`src/hw/sioe_defines.svh`:
```
// Register offsets, field positions and timing counts of the expander controller
`ifndef SIOE_DEFINES_SVH
`define SIOE_DEFINES_SVH
`define SIOE_CTL_OFS 12'h430
`define SIOE_ADR0_OFS 12'h434
`define SIOE_ADR1_OFS 12'h438
`define SIOE_STS_OFS 12'h440
`define SIOE_MSK_OFS 12'h444
`define SIOE_RFR_BIT 24
`define SIOE_TM_BIT 25
`define SIOE_SEL_LSB 26
`define SIOE_SEL_MSB 29
`define SIOE_DONE_BIT 31
`define SIOE_NUM_EXP 5
`define SIOE_SEL_MAX 4'h4
`define SIOE_CLK_MHZ 40
`define SIOE_QTR_NS 50
`define SIOE_QTR_CYC ((`SIOE_QTR_NS * `SIOE_CLK_MHZ + 999) / 1000)
`define SIOE_CMD_IN 8'h00
`define SIOE_CMD_OUT 8'h02
`define SIOE_CMD_CFG 8'h06
`define SIOE_RESP_OKAY 2'h0
`define SIOE_RESP_SLVERR 2'h2
`endif

```
`src/hw/sioe_pkg.sv`:
```
// Types shared by the expander controller and its byte engine
package sioe_pkg;
  // Bus operations of the byte engine
  typedef enum logic [1:0] {SIOE_OP_START, SIOE_OP_WRITE, SIOE_OP_READ, SIOE_OP_STOP} sioe_op_e;
  // Sequencer states
  typedef enum logic [1:0] {SIOE_IDLE, SIOE_ISSUE, SIOE_WAIT} sioe_st_e;
  // Kinds of expander transaction
  typedef enum logic [1:0] {SIOE_SEQ_OUT, SIOE_SEQ_IN, SIOE_SEQ_CFG} sioe_seq_e;
  // One command for the byte engine
  typedef struct packed {
    sioe_op_e op;
    logic [7:0] data;
    logic last;
  } sioe_cmd_s;
endpackage

```
`src/hw/sioe_byte_eng.sv`:
```
// SMBus byte engine: start, stop, byte write and byte read on open-drain pins
`timescale 1ns/1ps
`default_nettype none
`include "sioe_defines.svh"
module sioe_byte_eng import sioe_pkg::*; (
  input wire logic core_clk_in, // Core clock
  input wire logic rst_n_in, // Synchronous reset, active low
  input wire logic cmd_valid_in, // Command offered
  input wire sioe_cmd_s cmd_in, // Command payload
  output logic cmd_ready_out, // Engine idle
  output logic done_out, // Command finished, pulse
  output logic [7:0] rdata_out, // Byte read
  output logic nack_out, // Write byte not acknowledged, pulse
  input wire logic scl_in, // Clock pin level
  input wire logic sda_in, // Data pin level
  output logic scl_out, // Clock pin drive value
  output logic scl_oe_n_out, // Clock pin enable, low drives
  output logic sda_out, // Data pin drive value
  output logic sda_oe_n_out // Data pin enable, low drives
);
  logic scl_s1_r, scl_s2_r, sda_s1_r, sda_s2_r; // Pin synchronisers
  logic [6:0] qcnt_r; // Quarter bit timer
  logic [1:0] phase_r; // Quarter within bit
  logic [3:0] bitn_r; // Bit number, 8 is acknowledge
  logic busy_r; // Command under way
  sioe_cmd_s cmd_r; // Command held
  logic [7:0] tx_r; // Bits still to send
  logic tick, step; // Quarter elapsed, quarter may advance
  logic drive_bit; // Data pin pulled low in this bit

  // Two flip-flops on each pin before use
  always_ff @(posedge core_clk_in) begin
    scl_s1_r <= scl_in;
    scl_s2_r <= scl_s1_r;
    sda_s1_r <= sda_in;
    sda_s2_r <= sda_s1_r;
  end

  assign tick = busy_r && (qcnt_r == 7'(`SIOE_QTR_CYC - 1));
  // Hold the high phase while a target stretches the clock
  assign step = tick && !(phase_r == 2'h2 && !scl_s2_r);
  always_comb begin
    if (cmd_r.op == SIOE_OP_WRITE) begin
      drive_bit = (bitn_r < 4'h8) ? !tx_r[7] : 1'b0;
    end else begin
      drive_bit = (bitn_r < 4'h8) ? 1'b0 : !cmd_r.last;
    end
  end

  // Quarter timer, restarts on each tick
  always_ff @(posedge core_clk_in) begin
    if (!rst_n_in || !busy_r || tick) begin
      qcnt_r <= 7'h00;
    end else begin
      qcnt_r <= qcnt_r + 7'h01;
    end
  end

  // Bit sequencing and pin drive
  always_ff @(posedge core_clk_in) begin
    done_out <= 1'b0;
    nack_out <= 1'b0;
    if (!rst_n_in) begin
      busy_r <= 1'b0;
      cmd_ready_out <= 1'b0;
      phase_r <= 2'h0;
      bitn_r <= 4'h0;
      cmd_r <= '0;
      tx_r <= 8'h00;
      rdata_out <= 8'h00;
      scl_oe_n_out <= 1'b1;
      sda_oe_n_out <= 1'b1;
      scl_out <= 1'b0;
      sda_out <= 1'b0;
    end else if (!busy_r) begin
      cmd_ready_out <= 1'b1;
      if (cmd_valid_in && cmd_ready_out) begin
        busy_r <= 1'b1;
        cmd_ready_out <= 1'b0;
        cmd_r <= cmd_in;
        tx_r <= cmd_in.data;
        phase_r <= 2'h0;
        bitn_r <= 4'h0;
      end
    end else if (step) begin
      phase_r <= phase_r + 2'h1;
      case (phase_r)
        2'h0: begin
          // Set data while the clock is low
          case (cmd_r.op)
            SIOE_OP_START: sda_oe_n_out <= 1'b1;
            SIOE_OP_STOP: begin
              scl_oe_n_out <= 1'b0;
              sda_oe_n_out <= 1'b0;
            end
            default: sda_oe_n_out <= !drive_bit;
          endcase
        end
        2'h1: scl_oe_n_out <= 1'b1;
        2'h2: begin
          // Clock is high: start, stop or sample
          case (cmd_r.op)
            SIOE_OP_START: sda_oe_n_out <= 1'b0;
            SIOE_OP_STOP: sda_oe_n_out <= 1'b1;
            default: begin
              if (bitn_r < 4'h8) begin
                rdata_out <= {rdata_out[6:0], sda_s2_r};
              end else if (cmd_r.op == SIOE_OP_WRITE) begin
                nack_out <= sda_s2_r;
              end
            end
          endcase
        end
        default: begin
          if (cmd_r.op != SIOE_OP_STOP) begin
            scl_oe_n_out <= 1'b0;
          end
          if (cmd_r.op == SIOE_OP_START || cmd_r.op == SIOE_OP_STOP || bitn_r == 4'h8) begin
            busy_r <= 1'b0;
            done_out <= 1'b1;
          end else begin
            bitn_r <= bitn_r + 4'h1;
            tx_r <= {tx_r[6:0], 1'b0};
          end
        end
      endcase
    end
  end
endmodule
`default_nettype wire

```
`src/hw/sioe_ctrl.sv`:
```
// Expander controller: AXI4-Lite registers, sequencer and SMBus master
`timescale 1ns/1ps
`default_nettype none
`include "sioe_defines.svh"
module sioe_ctrl import sioe_pkg::*; (
  input wire logic core_clk_in, // Core clock
  input wire logic rst_n_in, // Synchronous reset, active low
  input wire logic sticky_rst_n_in, // Reset of sticky fields, active low
  input wire logic [11:0] s_axi_awaddr, // Write address
  input wire logic s_axi_awvalid, // Write address valid
  output logic s_axi_awready, // Write address ready
  input wire logic [31:0] s_axi_wdata, // Write data
  input wire logic [3:0] s_axi_wstrb, // Write byte enables
  input wire logic s_axi_wvalid, // Write data valid
  output logic s_axi_wready, // Write data ready
  output logic [1:0] s_axi_bresp, // Write response
  output logic s_axi_bvalid, // Write response valid
  input wire logic s_axi_bready, // Write response ready
  input wire logic [11:0] s_axi_araddr, // Read address
  input wire logic s_axi_arvalid, // Read address valid
  output logic s_axi_arready, // Read address ready
  output logic [31:0] s_axi_rdata, // Read data
  output logic [1:0] s_axi_rresp, // Read response
  output logic s_axi_rvalid, // Read data valid
  input wire logic s_axi_rready, // Read data ready
  input wire logic [4:0][15:0] core_out_in, // Core output values per expander
  input wire logic [4:0][15:0] exp_dir_in, // Pin is input when set
  input wire logic scl_in, // SMBus clock pin level
  input wire logic sda_in, // SMBus data pin level
  output logic scl_out, // Clock drive value
  output logic scl_oe_n_out, // Clock enable, low drives
  output logic sda_out, // Data drive value
  output logic sda_oe_n_out, // Data enable, low drives
  output logic irq_out // Interrupt, high while unmasked status set
);
  // Bus slave state
  logic [11:0] aw_addr_r; // Captured write address
  logic aw_got_r, w_got_r; // Address and data held
  logic [31:0] w_data_r; // Captured write data
  logic [3:0] w_strb_r; // Captured byte enables
  logic wr_fire; // Register write happens
  logic [31:0] rd_val; // Read mux output
  logic rd_hit, wr_hit; // Address is mapped
  // Software visible state
  logic tm_r; // Test mode
  logic [3:0] sel_r; // Selected expander
  logic done_r; // Completion flag
  logic [1:0] sts_r, msk_r; // Event status and mask
  logic [6:0] addr_r [`SIOE_NUM_EXP]; // Expander bus addresses, sticky
  logic [15:0] test_r [`SIOE_NUM_EXP]; // Test-mode output values
  logic [15:0] pin_r [`SIOE_NUM_EXP]; // Last known pin state
  logic [4:0] init_pend_r, init_set; // Queued initialisations
  logic rfr_pend_r; // Queued refresh
  // Write decode
  logic ctl_wr, adr0_wr, adr1_wr; // Register selected by write
  logic [3:0] wsel; // Select value in force for this write
  logic wtm; // Test mode in force for this write
  // Sequencer state
  sioe_st_e st_r; // Sequencer state
  sioe_seq_e kind_r; // Transaction kind
  logic [2:0] exp_r; // Expander being served
  logic [3:0] step_r; // Step within transaction
  logic [7:0] rx_lo_r; // First byte read
  sioe_cmd_s cmd_r, step_cmd; // Command held, command of this step
  logic cmd_valid_r; // Command offered to engine
  logic [3:0] last_step; // Final step of this kind
  logic [15:0] out_val; // Outputs for the expander served
  logic done_set; // Completion event
  logic [2:0] init_idx; // Lowest queued initialisation
  // Engine answers
  logic eng_ready, eng_done, eng_nack; // Engine handshake and status
  logic [7:0] eng_rdata; // Engine read byte

  assign wr_fire = aw_got_r && w_got_r && !s_axi_bvalid;
  assign ctl_wr = wr_fire && aw_addr_r == `SIOE_CTL_OFS;
  assign adr0_wr = wr_fire && aw_addr_r == `SIOE_ADR0_OFS;
  assign adr1_wr = wr_fire && aw_addr_r == `SIOE_ADR1_OFS;
  assign wr_hit = aw_addr_r == `SIOE_CTL_OFS || aw_addr_r == `SIOE_ADR0_OFS ||
                  aw_addr_r == `SIOE_ADR1_OFS || aw_addr_r == `SIOE_STS_OFS ||
                  aw_addr_r == `SIOE_MSK_OFS;
  assign wsel = w_strb_r[3] ? w_data_r[`SIOE_SEL_MSB:`SIOE_SEL_LSB] : sel_r;
  assign wtm = w_strb_r[3] ? w_data_r[`SIOE_TM_BIT] : tm_r;

  // Write address and data channels, taken in either order
  always_ff @(posedge core_clk_in) begin
    if (!rst_n_in) begin
      aw_got_r <= 1'b0;
      w_got_r <= 1'b0;
      s_axi_awready <= 1'b0;
      s_axi_wready <= 1'b0;
      aw_addr_r <= 12'h000;
      w_data_r <= 32'h0000_0000;
      w_strb_r <= 4'h0;
    end else begin
      if (s_axi_awvalid && s_axi_awready) begin
        aw_got_r <= 1'b1;
        aw_addr_r <= {s_axi_awaddr[11:2], 2'b00};
        s_axi_awready <= 1'b0;
      end else if (wr_fire) begin
        aw_got_r <= 1'b0;
        s_axi_awready <= 1'b1;
      end else begin
        s_axi_awready <= !aw_got_r;
      end
      if (s_axi_wvalid && s_axi_wready) begin
        w_got_r <= 1'b1;
        w_data_r <= s_axi_wdata;
        w_strb_r <= s_axi_wstrb;
        s_axi_wready <= 1'b0;
      end else if (wr_fire) begin
        w_got_r <= 1'b0;
        s_axi_wready <= 1'b1;
      end else begin
        s_axi_wready <= !w_got_r;
      end
    end
  end

  // Write response one cycle after both halves are held
  always_ff @(posedge core_clk_in) begin
    if (!rst_n_in) begin
      s_axi_bvalid <= 1'b0;
      s_axi_bresp <= `SIOE_RESP_OKAY;
    end else if (wr_fire) begin
      s_axi_bvalid <= 1'b1;
      s_axi_bresp <= wr_hit ? `SIOE_RESP_OKAY : `SIOE_RESP_SLVERR;
    end else if (s_axi_bready) begin
      s_axi_bvalid <= 1'b0;
    end
  end

  // Read mux; refresh bit and reserved bits read zero
  always_comb begin
    rd_val = 32'h0000_0000;
    rd_hit = 1'b1;
    case ({s_axi_araddr[11:2], 2'b00})
      `SIOE_CTL_OFS: begin
        rd_val[`SIOE_DONE_BIT] = done_r;
        rd_val[`SIOE_SEL_MSB:`SIOE_SEL_LSB] = sel_r;
        rd_val[`SIOE_TM_BIT] = tm_r;
        rd_val[15:0] = (sel_r <= `SIOE_SEL_MAX) ? pin_r[sel_r[2:0]] : 16'h0000;
      end
      `SIOE_ADR0_OFS: rd_val = {addr_r[3], 1'b0, addr_r[2], 1'b0, addr_r[1], 1'b0, addr_r[0], 1'b0};
      `SIOE_ADR1_OFS: rd_val[7:1] = addr_r[4];
      `SIOE_STS_OFS: rd_val[1:0] = sts_r;
      `SIOE_MSK_OFS: rd_val[1:0] = msk_r;
      default: rd_hit = 1'b0;
    endcase
  end

  // Read channel, data one cycle after the address
  always_ff @(posedge core_clk_in) begin
    if (!rst_n_in) begin
      s_axi_arready <= 1'b0;
      s_axi_rvalid <= 1'b0;
      s_axi_rdata <= 32'h0000_0000;
      s_axi_rresp <= `SIOE_RESP_OKAY;
    end else if (s_axi_arvalid && s_axi_arready) begin
      s_axi_arready <= 1'b0;
      s_axi_rvalid <= 1'b1;
      s_axi_rdata <= rd_val;
      s_axi_rresp <= rd_hit ? `SIOE_RESP_OKAY : `SIOE_RESP_SLVERR;
    end else if (s_axi_rvalid && s_axi_rready) begin
      s_axi_rvalid <= 1'b0;
      s_axi_arready <= 1'b1;
    end else begin
      s_axi_arready <= !s_axi_rvalid;
    end
  end

  // Control fields; completion set wins over its clear
  always_ff @(posedge core_clk_in) begin
    if (!rst_n_in) begin
      tm_r <= 1'b0;
      sel_r <= 4'h0;
      done_r <= 1'b0;
    end else begin
      if (ctl_wr && w_strb_r[3]) begin
        tm_r <= w_data_r[`SIOE_TM_BIT];
        sel_r <= w_data_r[`SIOE_SEL_MSB:`SIOE_SEL_LSB];
      end
      done_r <= done_set || (done_r && !(ctl_wr && w_strb_r[3] && w_data_r[`SIOE_DONE_BIT]));
    end
  end

  // Event status and mask; set wins over clear
  always_ff @(posedge core_clk_in) begin
    if (!rst_n_in) begin
      sts_r <= 2'h0;
      msk_r <= 2'h0;
      irq_out <= 1'b0;
    end else begin
      sts_r <= {eng_nack, done_set} |
               (sts_r & ~((wr_fire && aw_addr_r == `SIOE_STS_OFS && w_strb_r[0]) ? w_data_r[1:0] : 2'h0));
      if (wr_fire && aw_addr_r == `SIOE_MSK_OFS && w_strb_r[0]) begin
        msk_r <= w_data_r[1:0];
      end
      irq_out <= |(sts_r & msk_r);
    end
  end

  // Per-expander address fields and test data
  genvar k;
  generate
    for (k = 0; k < `SIOE_NUM_EXP; k++) begin : g_exp
      localparam int LANE = k % 4;
      logic fld_wr; // This address field written
      assign fld_wr = ((k < 4) ? adr0_wr : adr1_wr) && w_strb_r[LANE];
      assign init_set[k] = fld_wr;
      // Sticky address, cleared only by the sticky reset
      always_ff @(posedge core_clk_in) begin
        if (!sticky_rst_n_in) begin
          addr_r[k] <= 7'h00;
        end else if (fld_wr) begin
          addr_r[k] <= w_data_r[LANE*8+1 +: 7];
        end
      end
      // Test outputs take only bits that are outputs
      always_ff @(posedge core_clk_in) begin
        if (!rst_n_in) begin
          test_r[k] <= 16'h0000;
        end else if (ctl_wr && wtm && wsel == 4'(k) && (|w_strb_r[1:0])) begin
          test_r[k] <= (w_data_r[15:0] & ~exp_dir_in[k]) | (test_r[k] & exp_dir_in[k]);
        end
      end
    end
  endgenerate

  // Queued work; a new request while busy waits its turn
  always_comb begin
    init_idx = 3'h0;
    for (int i = `SIOE_NUM_EXP - 1; i >= 0; i--) begin
      if (init_pend_r[i]) begin
        init_idx = 3'(i);
      end
    end
  end

  always_ff @(posedge core_clk_in) begin
    if (!rst_n_in) begin
      init_pend_r <= 5'h00;
      rfr_pend_r <= 1'b0;
    end else begin
      if (st_r == SIOE_IDLE && |init_pend_r) begin
        init_pend_r <= (init_pend_r & ~(5'h01 << init_idx)) | init_set;
      end else begin
        init_pend_r <= init_pend_r | init_set;
      end
      if (ctl_wr && w_strb_r[3] && w_data_r[`SIOE_RFR_BIT]) begin
        rfr_pend_r <= 1'b1;
      end else if (st_r == SIOE_IDLE && !(|init_pend_r)) begin
        rfr_pend_r <= 1'b0;
      end
    end
  end

  // Output value: test data for the selected expander in test mode
  assign out_val = (tm_r && sel_r == {1'b0, exp_r}) ? test_r[exp_r] : core_out_in[exp_r];
  assign last_step = (kind_r == SIOE_SEQ_IN) ? 4'h7 : 4'h5;

  // Step table of each transaction kind
  always_comb begin
    step_cmd = '{op: SIOE_OP_WRITE, data: 8'h00, last: 1'b0};
    case (step_r)
      4'h0: step_cmd.op = SIOE_OP_START;
      4'h1: step_cmd.data = {addr_r[exp_r], 1'b0};
      4'h2: begin
        case (kind_r)
          SIOE_SEQ_OUT: step_cmd.data = `SIOE_CMD_OUT;
          SIOE_SEQ_CFG: step_cmd.data = `SIOE_CMD_CFG;
          default: step_cmd.data = `SIOE_CMD_IN;
        endcase
      end
      4'h3: begin
        if (kind_r == SIOE_SEQ_IN) begin
          step_cmd.op = SIOE_OP_START;
        end else begin
          step_cmd.data = (kind_r == SIOE_SEQ_CFG) ? exp_dir_in[exp_r][7:0] : out_val[7:0];
        end
      end
      4'h4: begin
        if (kind_r == SIOE_SEQ_IN) begin
          step_cmd.data = {addr_r[exp_r], 1'b1};
        end else begin
          step_cmd.data = (kind_r == SIOE_SEQ_CFG) ? exp_dir_in[exp_r][15:8] : out_val[15:8];
        end
      end
      4'h5: step_cmd.op = (kind_r == SIOE_SEQ_IN) ? SIOE_OP_READ : SIOE_OP_STOP;
      4'h6: begin
        step_cmd.op = SIOE_OP_READ;
        step_cmd.last = 1'b1;
      end
      default: step_cmd.op = SIOE_OP_STOP;
    endcase
  end

  // Completion when the selected expander's work ends
  assign done_set = st_r == SIOE_WAIT && eng_done && step_r == last_step && kind_r != SIOE_SEQ_OUT &&
                    sel_r == {1'b0, exp_r};

  // Sequencer: one engine command at a time
  always_ff @(posedge core_clk_in) begin
    if (!rst_n_in) begin
      st_r <= SIOE_IDLE;
      kind_r <= SIOE_SEQ_OUT;
      exp_r <= 3'h0;
      step_r <= 4'h0;
      cmd_valid_r <= 1'b0;
      cmd_r <= '0;
      rx_lo_r <= 8'h00;
    end else begin
      case (st_r)
        SIOE_IDLE: begin
          step_r <= 4'h0;
          if (|init_pend_r) begin
            exp_r <= init_idx;
            kind_r <= SIOE_SEQ_CFG;
            st_r <= SIOE_ISSUE;
          end else if (rfr_pend_r) begin
            exp_r <= 3'h0;
            kind_r <= SIOE_SEQ_OUT;
            st_r <= SIOE_ISSUE;
          end
        end
        SIOE_ISSUE: begin
          // Offer the step, then wait for it to finish
          if (cmd_valid_r && eng_ready) begin
            cmd_valid_r <= 1'b0;
            st_r <= SIOE_WAIT;
          end else begin
            cmd_valid_r <= 1'b1;
            cmd_r <= step_cmd;
          end
        end
        SIOE_WAIT: begin
          if (eng_done) begin
            if (kind_r == SIOE_SEQ_IN && step_r == 4'h5) begin
              rx_lo_r <= eng_rdata;
            end
            step_r <= 4'h0;
            st_r <= SIOE_ISSUE;
            if (step_r != last_step) begin
              step_r <= step_r + 4'h1;
            end else if (kind_r == SIOE_SEQ_OUT) begin
              kind_r <= SIOE_SEQ_IN;
            end else if (kind_r == SIOE_SEQ_IN && exp_r != 3'(`SIOE_NUM_EXP - 1)) begin
              exp_r <= exp_r + 3'h1;
              kind_r <= SIOE_SEQ_OUT;
            end else begin
              st_r <= SIOE_IDLE;
            end
          end
        end
        default: st_r <= SIOE_IDLE;
      endcase
    end
  end

  // Pin state: outputs once written, inputs once read
  always_ff @(posedge core_clk_in) begin
    if (!rst_n_in) begin
      for (int i = 0; i < `SIOE_NUM_EXP; i++) begin
        pin_r[i] <= 16'h0000;
      end
    end else if (st_r == SIOE_WAIT && eng_done && step_r == last_step) begin
      if (kind_r == SIOE_SEQ_OUT) begin
        pin_r[exp_r] <= (out_val & ~exp_dir_in[exp_r]) | (pin_r[exp_r] & exp_dir_in[exp_r]);
      end else if (kind_r == SIOE_SEQ_IN) begin
        pin_r[exp_r] <= ({eng_rdata, rx_lo_r} & exp_dir_in[exp_r]) | (pin_r[exp_r] & ~exp_dir_in[exp_r]);
      end
    end
  end

  // SMBus byte engine on the master pins
  sioe_byte_eng u_eng (
    .core_clk_in(core_clk_in),
    .rst_n_in(rst_n_in),
    .cmd_valid_in(cmd_valid_r),
    .cmd_in(cmd_r),
    .cmd_ready_out(eng_ready),
    .done_out(eng_done),
    .rdata_out(eng_rdata),
    .nack_out(eng_nack),
    .scl_in(scl_in),
    .sda_in(sda_in),
    .scl_out(scl_out),
    .scl_oe_n_out(scl_oe_n_out),
    .sda_out(sda_out),
    .sda_oe_n_out(sda_oe_n_out)
  );
endmodule
`default_nettype wire

```
`config.mk`:
```
export PLATFORM = sky130hd
export DESIGN_NAME = sioe_ctrl
export DESIGN_NICKNAME = d
export VERILOG_FILES = /design/src/hw/sioe_pkg.sv /design/src/hw/sioe_byte_eng.sv /design/src/hw/sioe_ctrl.sv
export VERILOG_INCLUDE_DIRS = /design/src /design/src/hw
export SDC_FILE = /design/constraint.sdc
export NUM_CORES = 1
export LEC_CHECK = 0
export BUFFER_PORTS_ARGS = -buffer_cell sky130_fd_sc_hd__buf_4
export CAP_MARGIN = 20
export CORE_ASPECT_RATIO = 0.8
export CORE_MARGIN = 10
export CORE_UTILIZATION = 50
export DETAILED_ROUTE_END_ITERATION = 16
export PLACE_DENSITY = 0.78
export SYNTH_ARGS = -nofsm -noshare
export SYNTH_HDL_FRONTEND = slang
export SYNTH_HIERARCHICAL = 1
export SYNTH_SLANG_ARGS = --single-unit
export TNS_END_PERCENT = 1
```
`constraint.sdc`:
```
create_clock -name core_clk_in -period 3.2 [get_ports core_clk_in]
set_clock_uncertainty 0.15 [all_clocks]
set_input_delay 0 -clock core_clk_in [delete_from_list [all_inputs] [get_ports core_clk_in]]
set_output_delay 0 -clock core_clk_in [all_outputs]
set_load 0.02 [all_outputs]
```
; ---- Yosys cells after proc, flatten, opt, wreduce, memory -nomap -nowiden
; Memory sizes are Yosys's and may differ from the RTL's. A register that Yosys moved wholly into a read port is not among the register bits.
; Cells that the tools add are included.
[word_totals]
output_inout_bits = 46
latch_bits = 0
ram_bits = 195
n_memories = 3
input_bits = 230
wordCells = 434
regBits = 179
rom_bits = 0
[op_classes]
bitwise_logic = 53
n_lt_le_gt_ge = 3
mul = 0
eq_ne = 47
muxes = 166
reduce_logical = 109
div_mod_pow = 0
add_sub_neg = 5
shifts = 1
[mem_list]
columns = memory, words, word_bits, read_ports, rd_ports_with_merged_regs, write_ports, line
row1 = pin_r, 5, 16, 2, 2, 5, sioe_ctrl.sv:51  ; logic [15:0] pin_r [`SIOE_NUM_EXP];
row2 = test_r, 5, 16, 6, 1, 5, sioe_ctrl.sv:50  ; logic [15:0] test_r [`SIOE_NUM_EXP];
row3 = addr_r, 5, 7, 6, 1, 5, sioe_ctrl.sv:49  ; logic [6:0] addr_r [`SIOE_NUM_EXP];
[ops]
columns = operator, n
row1 = 16-bit bitwise AND, 14
row2 = 16-bit two-way mux, 11
row3 = 16-bit bitwise OR, 7
row4 = 10-bit by 9-bit == test with 1-bit output (second input constant), 10
row5 = 16-bit binary-select mux with 3-bit select, 2
row6 = 16-bit inverter, 6
row7 = 8-bit two-way mux, 10
row8 = 1-bit two-way mux, 75
row9 = 3-bit two-way mux, 20
row10 = 1-bit logical AND, 46
row11 = 7-bit two-way mux, 5
row12 = 2-bit two-way mux, 17
row13 = 4-bit two-way mux, 8
row14 = 8-bit case mux with 4 select lines, 1
row15 = 6-bit case mux with 3 select lines, 1
row16 = 2-bit nonzero test, 9
row17 = 4-bit by 2-bit == test with 1-bit output (second input constant), 4
row18 = 4-bit by 3-bit == test with 1-bit output (second input constant), 4
row19 = 8-bit case mux with 2 select lines, 1
row20 = 16-bit OR reduction, 1
row21 = 5-bit AND reduction, 3
row22 = 2-bit != test (second input constant), 7
row23 = 1-bit zero test, 13
row24 = 3-bit case mux with 2 select lines, 2
row25 = 49 further kinds, 107

; ---- Longest topological paths before layout
; Gate-level depths: netlist of run 1.
[depth]
depth_word = 10
depth_mapped = 10
ltp_nobuf = 8

; ---- Cells and area by module
; Netlist of run 1, hierarchy kept.
[by_module_without_submodules]
columns = mod, area_per_inst_um2, instances, cells_per_inst, seq_area_each_um2
row1 = sioe_ctrl, 20115.5, 1, 1787, 10059.6
row2 = sioe_byte_eng, 1919.3, 1, 199, 840.8

; ---- Least setup slack after synthesis of run 1
; Ideal clock, no wire load.
[synth_timing]
path_type = register to register
from = register aw_addr_r[7]
to = memory test_r[0][0] (enable)
arrival_time_ns = 2.821
stages_incl_launch_ff = 6
setup_ns = 0.411
path_buffers = 0
period_less_slack_ns = 3.382
t_required_ns = 2.639
setup_slack_ns = -0.182
path_cell_list = dfxtp_1 -> or4b_1 -> nor4_2 -> nand3_1 -> or3_1 -> o21ai_0
[synth_lines]
columns = item, line
row1 = from (decl), sioe_ctrl.sv:37  ; logic [11:0] aw_addr_r;
row2 = from (signal assigned), sioe_ctrl.sv:97  ; aw_addr_r <= {s_axi_awaddr[11:2], 2'b00};
row3 = to (decl), sioe_ctrl.sv:50

==> metrics.md, run 1 <==
| Metric | Value |
|---|---|
| Vias in the first global route | 19600 |
| Die height | 208 um |
| Pwr per Cell Area | 471 mW/mm^2 |
| Initial antenna violation count | 6 |
| Hold Crit Class | in -> reg |
| Worst-path fanout max | 16 |
| Asr flop ratio synth | 0% |
| Lkg Pwr | 10.8 nW |
| Iter 0 DRT Violations | 2673 |
| Layout Area Growth over Synthesis | 29.2% |
| Via-per-instance ratio | 6.42 |
| Finished Cell Area | 0.0285 sq mm |
| Post-DRT Antenna Nets | 0 |
| Starting density of the core | 50.9% |
| Row cnt | 68 |
| Sequential share of the synthesized area | 49.5% |
| Dpl cell area | 0.0251 sq mm |
| Critical path launch point type | register |
| Root buf cell | clkbuf_16 |
| Synth Instances | 1986 |
| Fmax | 0.314 GHz |
| GRT Residual Overflow | 0 |
| Crit path DAT | 3.42 ns |
| Status | finished clean |
| Syn Area/Cell | 11.1 sq um |
| Largest net degree at the start of global routing | 85 |
| Clk sinks | 423 |
| Placed cells | 2784 |
| Commonest non-fill, non-tap cells in the layout | buf_4 (356), edfxtp_1 (243), nor2_1 (234), mux2i_1 (199), nand2_1 (184) |
| H-tree Lvls | 2 |
| Final Max Tran Viols | 0 |
| Worst slew margin | 38.2% |
| Least-Margin Pin Slew | 0.927 ns |
| Num CTS Buffers | 44 |
| CTS tree | built |
| #FFs+latches synth | 423 |
| Total number of vias | 19600 |
| Final Net Count | 2697 |
| Total Power | 13.4 mW |
| Synth unique cells | 89 |
| Residual DRC | 0 |
| First-pass GRT wire length | 121 mm |
| Tcrit/Tclk final | 99.5% |
| Placeable Area | 0.0433 sq mm |
| EDFF count, synth | 243 |
| Setup Crit Path Kind | reg -> reg |
| Die X | 255 um |
| Place WS | 0.287 ns |
| WHS | 0.0426 ns |
| Setup ws final | 0.0164 ns |
| Final hold viol count | 0 |
| DP HPWL | 54.8 mm |
| Wire per inst | 26.5 um |
| Clock Path Buffers | 3 |
| Gpl congestion | 0.964 |
| RSZ-0062 raised after global routing | yes |
| Die footprint | 0.0529 sq mm |
| Buffers added on ports | 264 |
| Worst skew pair latency | 0.59 ns |
| Critical Path End Type | register |
| Syn. warnings | 6 |
| VDD IR-drop max | 428 uV |
| Final Setup Violations | 0 |
| Most common cell after layout, fill and taps aside | buf_4 |
| Top_reg_cell synth | edfxtp_1 |
| Global router's overall resource usage | 29.7% |
| Final non-filler cell total | 3049 |
| Required @ worst endpoint | 3.43 ns |
| Clk pin slew, worst setup/hold paths | 0.07 ns |
| Ports | 276 |
| Layout cell share with drive strength beyond 1 | 24.8% |
| Max-Cap Viols | 0 |
| Drt first pass iters | 6 |
| Routed wire length | 80.8 mm |
| Fin crit period | 3.18 ns |
| Synthesized area | 0.0220 sq mm |
==> flip-flops by register name, summed over array words and instances, names as in the netlist, 3 cells and up, named ones only <==
| name | cells |
|---|---|
| init_pend_r | 5 |
| s_axi_rdata | 30 |
| step_r | 4 |
| u_eng/tx_r | 8 |
| u_eng/bitn_r | 4 |
| sel_r | 4 |
| w_data_r | 31 |
| cmd_r | 11 |
| test_r | 80 |
| w_strb_r | 4 |
| exp_r | 3 |
| rx_lo_r | 8 |
| u_eng/cmd_r | 3 |
| pin_r | 128 |
| addr_r | 35 |
| u_eng/rdata_out | 8 |
| u_eng/qcnt_r | 7 |
| aw_addr_r | 10 |
==> cell type report <==
cell class,count,area [sq um]
Sequential cell,423,10900
Tap cell,560,701
Fill cell,2999,14800
Antenna cell,3,7.51
Multi-Input combinational cell,1386,10400
Timing Repair Buffer,548,4750
Inverter,47,178
Clock buffer,53,1190
Clock inverter,29,349
==> metrics by stage <==
stage | utilization, % | setup TNS (ns)
after floorplan | - | -13.19
after global placement | 57.9 | 0
after detailed placement | 57.9 | 0
after CTS | 65.6 | 0
after global routing | 65.7 | -0.226
final | 65.7 | 0
==> power by group <==
part	total (mW)	switching, mW	internal [mW]
Clock	5.44	2.35	3.10
Sequential	6.09	0.172	5.92
Combinational	1.89	0.999	0.891
==> path summary, 6_finish.rpt <==
check | start | endpoint | slack (ns) | depth (start not counted)
max | aw_addr_r[7] | test_r[0][14] | 0.02 | 6
min | core_out_in[71] | cmd_r[8] | 0.04 | 6
max reg2reg | aw_addr_r[7] | test_r[0][14] | 0.02 | 6
min reg2reg | u_eng/scl_s1_r | u_eng/scl_s2_r | 0.18 | 0
==> critical path, stage by stage (launching register included) <==
cell and delay (ns):
dfxtp_1 0.32, or4b_1 0.60, nor4_2 0.47, nand3_1 0.24, nor4_2 0.29, nand2_1 0.52, nor2_1 0.38
==> synthesized netlist by cell type, types with 15 or more instances <==
master / number / area (sq um)
mux2i_1: 199 / 1990
dfxtp_1: 180 / 3600
and2_1: 46 / 288
buf_2: 30 / 150
a31oi_1: 17 / 106
nand3_1: 50 / 250
clkbuf_1: 75 / 282
and3_1: 15 / 93.8
nor2b_1: 16 / 100
or3_1: 15 / 93.8
edfxtp_1: 243 / 7300
buf_1: 18 / 67.6
inv_1: 45 / 169
ha_1: 17 / 213
a221oi_1: 18 / 158
nor3_1: 19 / 95.1
o21ai_0: 44 / 220
a22oi_1: 22 / 165
mux4_2: 83 / 1870
o22ai_1: 33 / 206
nand2_1: 184 / 691
nor2_1: 234 / 878
a21oi_1: 99 / 495
mux2_2: 47 / 529
nand2b_1: 19 / 119
a211oi_1: 20 / 150
==> kinds of logic (layout without fill, tap and decap cells) <==
| family | count (synthesis) | in the layout | synth area share (%) |
|---|---|---|---|
| fa+ha+maj | 17 | 17 | 0.965 |
| mux | 329 | 329 | 19.9 |
| simple gates | 669 | 669 | 14.6 |
| other cells | 2 | 9 | 0.0341 |
| xor+xnor | 12 | 12 | 0.562 |
| compound gates | 353 | 353 | 10.9 |
| buf+inv | 181 | 677 | 3.49 |
| flops | 423 | 423 | 49.5 |
==> per-layer routing <==
metal,vias to the layer above,wire [um],GRT usage (%)
met5,-,11,0
met4,2,3490,11.3
met3,269,9680,7.42
met2,1489,38300,48.3
met1,9471,29300,37.4
li1,8358,-,-
==> timing repair <==
action | CTS | global route
hold buffers | 177 | 1
setup buffers | 0 | 0
gates resized for setup | 0 | 0
endpoints found under the hold margin | 266 | 36
setup endpoints to repair | 0 | 4
Power figures use the tool's default switching activity.
==> inputs of run 2 (changes only) <==
Settings changed: CELL_PAD_IN_SITES_DETAIL_PLACEMENT set to 0, CELL_PAD_IN_SITES_GLOBAL_PLACEMENT set to 1, CORE_UTILIZATION 50 to 42, PLACE_DENSITY 0.78 to 0.82.
==> metrics.md, run 2 (same netlist as run 1, synthesis figures left out) <==
| Metric | Value |
|---|---|
| Status | finished clean |
| Biggest regs | pin_r x128, test_r x80, addr_r x35 |
| Drt first pass iters | 5 (-1) |
| Root buf cell | clkbuf_16 |
| Die height | 225 um (+8.2%) |
| Crit path DAT | 3.15 ns (-0.27 ns) |
| Clock Path Buffers | 3 (unchanged) |
| Row cnt | 74 (+8.8%) |
| Hold Crit Class | in -> reg |
| Worst skew pair latency | 0.58 ns (about the same) |
| Dpl cell area | 0.0254 sq mm (+1.2%) |
| Setup Crit Path Kind | reg -> reg |
| Least-Margin Pin Slew | 0.859 ns (-0.0678 ns) |
| Max-Cap Viols | 0 (unchanged) |
| Wire per inst | 25.7 um (-2.8%) |
| Total number of vias | 19200 (-1.9%) |
| Worst-path fanout max | 17 (+1) |
| GR Util met2 | 40.8% (-7.5 points) |
| Final Max Tran Viols | 0 (unchanged) |
| Worst slew margin | 42.7% (+4.5 points) |
| Buffers added on ports | 264 (unchanged) |
| Final Net Count | 2765 (+2.5%) |
| Fillcell total | 4298 (+43%) |
| Layout cell share with drive strength beyond 1 | 24.5% (-0.35 points) |
| Vias in the first global route | 19300 (-1.7%) |
| Post-DRT Antenna Nets | 0 (unchanged) |
| Initial antenna violation count | 4 (-2) |
| Routed wire length | 83.5 mm (+3.3%) |
| Final hold viol count | 0 (unchanged) |
| Starting density of the core | 42.8% (-8.1 points) |
| Die footprint | 0.0621 sq mm (+17%) |
| DP HPWL | 59.9 mm (+9.4%) |
| First-pass GRT wire length | 123 mm (+1.2%) |
| TNS Setup | 0 ns (unchanged) |
| Hold_buf cts | 231 (+31%) |
| Tcrit/Tclk final | 93.9% (-5.6 points) |
| Lkg Pwr | 11.1 nW (+2.7%) |
| CTS tree | built |
| Clk pin slew, worst setup/hold paths | 0.06 ns (about the same) |
| Met3 Usage GRT | 6.70% (-0.72 points) |
| GRT Residual Overflow | 0 (unchanged) |
| VDD IR-drop max | 338 uV (-21%) |
| Global router's overall resource usage | 25.8% (-3.9 points) |
| Iter 0 DRT Violations | 2374 (-11%) |
| Via-per-instance ratio | 5.92 (-7.8%) |
| Required @ worst endpoint | 3.35 ns (-0.08 ns) |
| Post-CTS sizing | 0 (unchanged) |
| Layout Area Growth over Synthesis | 32.7% |
| Critical path launch point type | register |
| Largest Register | pin_r |
| Finished Cell Area | 0.0292 sq mm (+2.7%) |
| Post-CTS Setup Inserts | 0 (unchanged) |
| Clk sinks | 423 (unchanged) |
| WHS | 0.0585 ns (+0.0159 ns) |
| Pwr per Cell Area | 461 mW/mm^2 (-2.2%) |
| Commonest non-fill, non-tap cells in the layout | buf_4 (371), edfxtp_1 (243), nor2_1 (234), dlygate4sd3_1 (231), mux2i_1 (199) |
| Fmax | 0.333 GHz (+5.9%) |
| Residual DRC | 0 (unchanged) |
| Die X | 276 um (+8.4%) |
| Placeable Area | 0.0515 sq mm (+19%) |
| Gpl congestion | 0.967 (+0.24%) |
| Critical Path End Type | register |
| Final Setup Violations | 0 (unchanged) |
| Fin crit period | 3.01 ns (-0.178 ns) |
| Met1 Use GR | 33.7% (-3.8 points) |
| H-tree Lvls | 2 (unchanged) |
| Num CTS Buffers | 45 (+2.3%) |
| Ports | 276 (unchanged) |
| Most common cell after layout, fill and taps aside | buf_4 |
| RSZ-0062 raised after global routing | no |
| Largest net degree at the start of global routing | 76 (-11%) |
| Max FFs per register | 128 (unchanged) |
| Busiest grt layer | met2 |
## run 2: changes by cell type in the layout (fill, tap and decap cells not counted), moves of 3 or more
| cell | change |
|---|---|
| clkbuf_16 | +3 |
| clkinv_1 | +3 |
| buf_4 | +15 |
| clkinvlp_4 | -4 |
| dlygate4sd3_1 | +53 |
| clkinv_2 | -4 |
| clkbuf_1 | +5 |
## run 2: worst paths after layout
kind                                     start              to  slack (ns)  cells past startpoint
worst min-delay path              s_axi_wvalid         w_got_r        0.06                      5
worst max-delay path                  exp_r[0]     pin_r[5][2]        0.19                      8
worst min register to register  u_eng/scl_s1_r  u_eng/scl_s2_r        0.18                      0
worst max register to register        exp_r[0]     pin_r[5][2]        0.19                      8
## run 2: final cells by class
class                   count  area [sq um]  share of cell area [%]
repair buffers            615          5360                    18.3
inverters                  47           178                   0.608
diodes                      5          12.5                  0.0428
multi-input cells        1386         10400                    35.6
well taps                 684           856                    2.93
flip-flops and latches    423         10900                    37.3
clock inverters            20           214                   0.732
clock buffers              63          1310                    4.47
## run 2: critical path, cell delays in order, from the launching register on
cell and delay [ns]:
dfxtp_2 0.67, buf_4 0.26, mux4_2 0.50, a22oi_1 0.25, mux2i_1 0.24, and3_1 0.25
a31oi_1 0.15, buf_4 0.17, nand2_1 0.09
## run 2: stage by stage
step                      setup slack [ns]  cells  total power, mW  util [%]
after floorplan                     -0.182   1990             7.05         -
after global placement               0.276   2924             7.85      49.3
after detailed placement             0.233   2924             7.88      49.3
after CTS                            0.219   3238             13.5      56.8
after global routing                0.0937   3241             13.8      56.8
final                                0.195   3243             13.5      56.8
## run 2: layer usage
layer  wire [um]  vias up
met5          11        -
met4        2950        2
li1            -     8482
met1       33700     9427
met2       38000     1122
met3        8780      176
## run 2: power breakdown
part	switching, mW	internal, mW	total, mW
combinational	1.02	0.936	1.96
clock	2.25	3.18	5.43
sequential	0.175	5.92	6.09
total	3.45	10.0	13.5
==> inputs of run 3 (changes only) <==
Settings changed: CTS_BUF_LIST set to sky130_fd_sc_hd__clkbuf_4 sky130_fd_sc_hd__clkbuf_8 sky130_fd_sc_hd__clkbuf_16.
==> metrics.md, run 3 (same netlist as run 1, synthesis figures left out) <==
| Metric | Value |
|---|---|
| Initial antenna violation count | 5 (+1) |
| Drt first pass iters | 6 (+1) |
| Post-DRT Antenna Nets | 0 (unchanged) |
| Fin crit period | 2.99 ns (-0.0201 ns) |
| Crit path DAT | 3.13 ns (-0.02 ns) |
| Gpl congestion | 0.967 (unchanged) |
| Row cnt | 74 (unchanged) |
| Clock share of power | 40.7% (+0.4 points) |
| Wire per inst | 25.6 um (-0.39%) |
| Root buf cell | clkbuf_16 |
| Layout Area Growth over Synthesis | 32.8% |
| Clk pin slew, worst setup/hold paths | 0.06 ns (about the same) |
| Biggest regs | pin_r x128, test_r x80, addr_r x35 |
| Placed cells | 2924 (unchanged) |
| Starting density of the core | 42.8% (unchanged) |
| RSZ-0062 raised after global routing | no |
| Fmax | 0.335 GHz (+0.67%) |
| Max-Cap Viols | 0 (unchanged) |
| R2R setup slack | 0.21 ns (+0.02 ns) |
| Via-per-instance ratio | 5.91 (-0.14%) |
| Critical Path End Type | register |
| Worst slew margin | 44.5% (+1.7 points) |
| Setup ws final | 0.215 ns (+0.0201 ns) |
| Required @ worst endpoint | 3.35 ns (about the same) |
| Worst skew pair latency | 0.58 ns (about the same) |
| Die X | 276 um (unchanged) |
| Final Net Count | 2765 (unchanged) |
| Pint | 10.1 mW (+0.85%) |
| Vias in the first global route | 19300 (-0.088%) |
| Max FFs per register | 128 (unchanged) |
| Worst-path fanout max | 17 (unchanged) |
| Residual DRC | 0 (unchanged) |
| Ports | 276 (unchanged) |
| Pwr per Cell Area | 463 mW/mm^2 (+0.47%) |
| VDD IR-drop max | 338 uV (about the same) |
| Critical path launch point type | register |
| Status | finished clean |
| Hold Crit Class | in -> reg |
| Final Max Tran Viols | 0 (unchanged) |
| Switch share | 25.4% (-0.19 points) |
| Num CTS Buffers | 45 (unchanged) |
| Net Switching | 3.44 mW (-0.17%) |
| CTS tree | built |
| Largest net degree at the start of global routing | 76 (unchanged) |
| Post-CTS Setup Inserts | 0 (unchanged) |
| Flop pwr share | 44.9% (-0.3 points) |
| Total Power | 13.6 mW (+0.59%) |
| Final Setup Violations | 0 (unchanged) |
| Total number of vias | 19200 (-0.20%) |
| Buffers added on ports | 264 (unchanged) |
| Die footprint | 0.0621 sq mm (unchanged) |
| Largest Register | pin_r |
| Tcrit/Tclk final | 93.3% (-0.63 points) |
| H-tree Lvls | 2 (unchanged) |
| Clock Path Buffers | 3 (unchanged) |
| Clk sinks | 423 (unchanged) |
| Commonest non-fill, non-tap cells in the layout | buf_4 (371), edfxtp_1 (243), nor2_1 (234), dlygate4sd3_1 (231), mux2i_1 (199) |
| Fillcell total | 4274 (-0.56%) |
| Least-Margin Pin Slew | 0.833 ns (-0.0258 ns) |
| Gate power share | 14.4% (about the same) |
| Place WS | 0.233 ns (unchanged) |
| Placeable Area | 0.0515 sq mm (unchanged) |
| DP HPWL | 59.9 mm (unchanged) |
| Layout cell share with drive strength beyond 1 | 24.9% (+0.39 points) |
| Iter 0 DRT Violations | 2192 (-7.7%) |
| Setup Crit Path Kind | reg -> reg |
| GRT Residual Overflow | 0 (unchanged) |
| Lkg Pwr | 11.1 nW (+0.31%) |
| First-pass GRT wire length | 122 mm (-0.26%) |
| Most common cell after layout, fill and taps aside | buf_4 |
| Final hold viol count | 0 (unchanged) |
| Routed wire length | 83.1 mm (-0.45%) |
| Die height | 225 um (unchanged) |
| Global router's overall resource usage | 25.7% (-0.066 points) |
| TNS Setup | 0 ns (unchanged) |
| Final non-filler cell total | 3241 (-0.062%) |
==> run 3: worst paths after layout <==
path                  startpoint              to  depth (start not counted)
setup / recovery        exp_r[0]     pin_r[5][2]                          8
setup reg to reg        exp_r[0]     pin_r[5][2]                          8
hold reg to reg   u_eng/scl_s1_r  u_eng/scl_s2_r                          0
hold / removal      s_axi_wvalid         w_got_r                          5
==> run 3: area by class of cell <==
cell class	count	area (sq um)	share of cell area (%)
Antenna cell	3	7.51	0.0257
Clock buffer	63	1350	4.60
Clock inverter	20	214	0.731
Inverter	47	178	0.607
Multi-Input combinational cell	1386	10400	35.5
Sequential cell	423	10900	37.3
Tap cell	684	856	2.92
Timing Repair Buffer	615	5360	18.3
==> run 3: power groups by stage <==
| stage | Sequential (mW) | Clock (mW) | Combinational, mW |
|---|---|---|---|
| 4_1_cts | 6.08 | 5.56 | 1.90 |
| 3_3_place_gp | 6.19 | 0 | 1.66 |
| 3_5_place_dp | 6.20 | 0 | 1.68 |
| 6_report | 6.09 | 5.51 | 1.95 |
| 5_1_grt | 6.10 | 5.76 | 2.06 |
| 2_1_floorplan | 6.12 | 0 | 0.931 |
==> run 3: per-stage QoR <==
step	hold WS, ns	util [%]	area, sq um
finish	0.0472	56.8	29300
CTS	0.0143	56.8	29300
global placement	-0.0410	49.3	25400
floorplan	-0.122	-	22000
global route	0.0940	56.8	29300
detailed placement	-0.0353	49.3	25400
==> run 3: per-layer routing <==
metal / vias to the layer above / GRT usage [%] / wire length (um)
met5: - / 0 / 15
met4: 2 / 9.38 / 3010
met3: 169 / 6.69 / 8560
met2: 1062 / 40.7 / 37900
met1: 9462 / 33.5 / 33600
li1: 8475 / - / -
==> run 3: repair_timing <==
item,4_1_cts,5_1_grt
hold buffers,231,0
resized for setup,0,0
hold endpoints to repair,250,0
==> run 3: worst max-delay path, stage by stage, from the launching register on <==
cell and delay, ns:
dfxtp_2 0.66, buf_4 0.25, mux4_2 0.50, a22oi_1 0.24
mux2i_1 0.25, and3_1 0.25, a31oi_1 0.14, buf_4 0.17
nand2_1 0.09
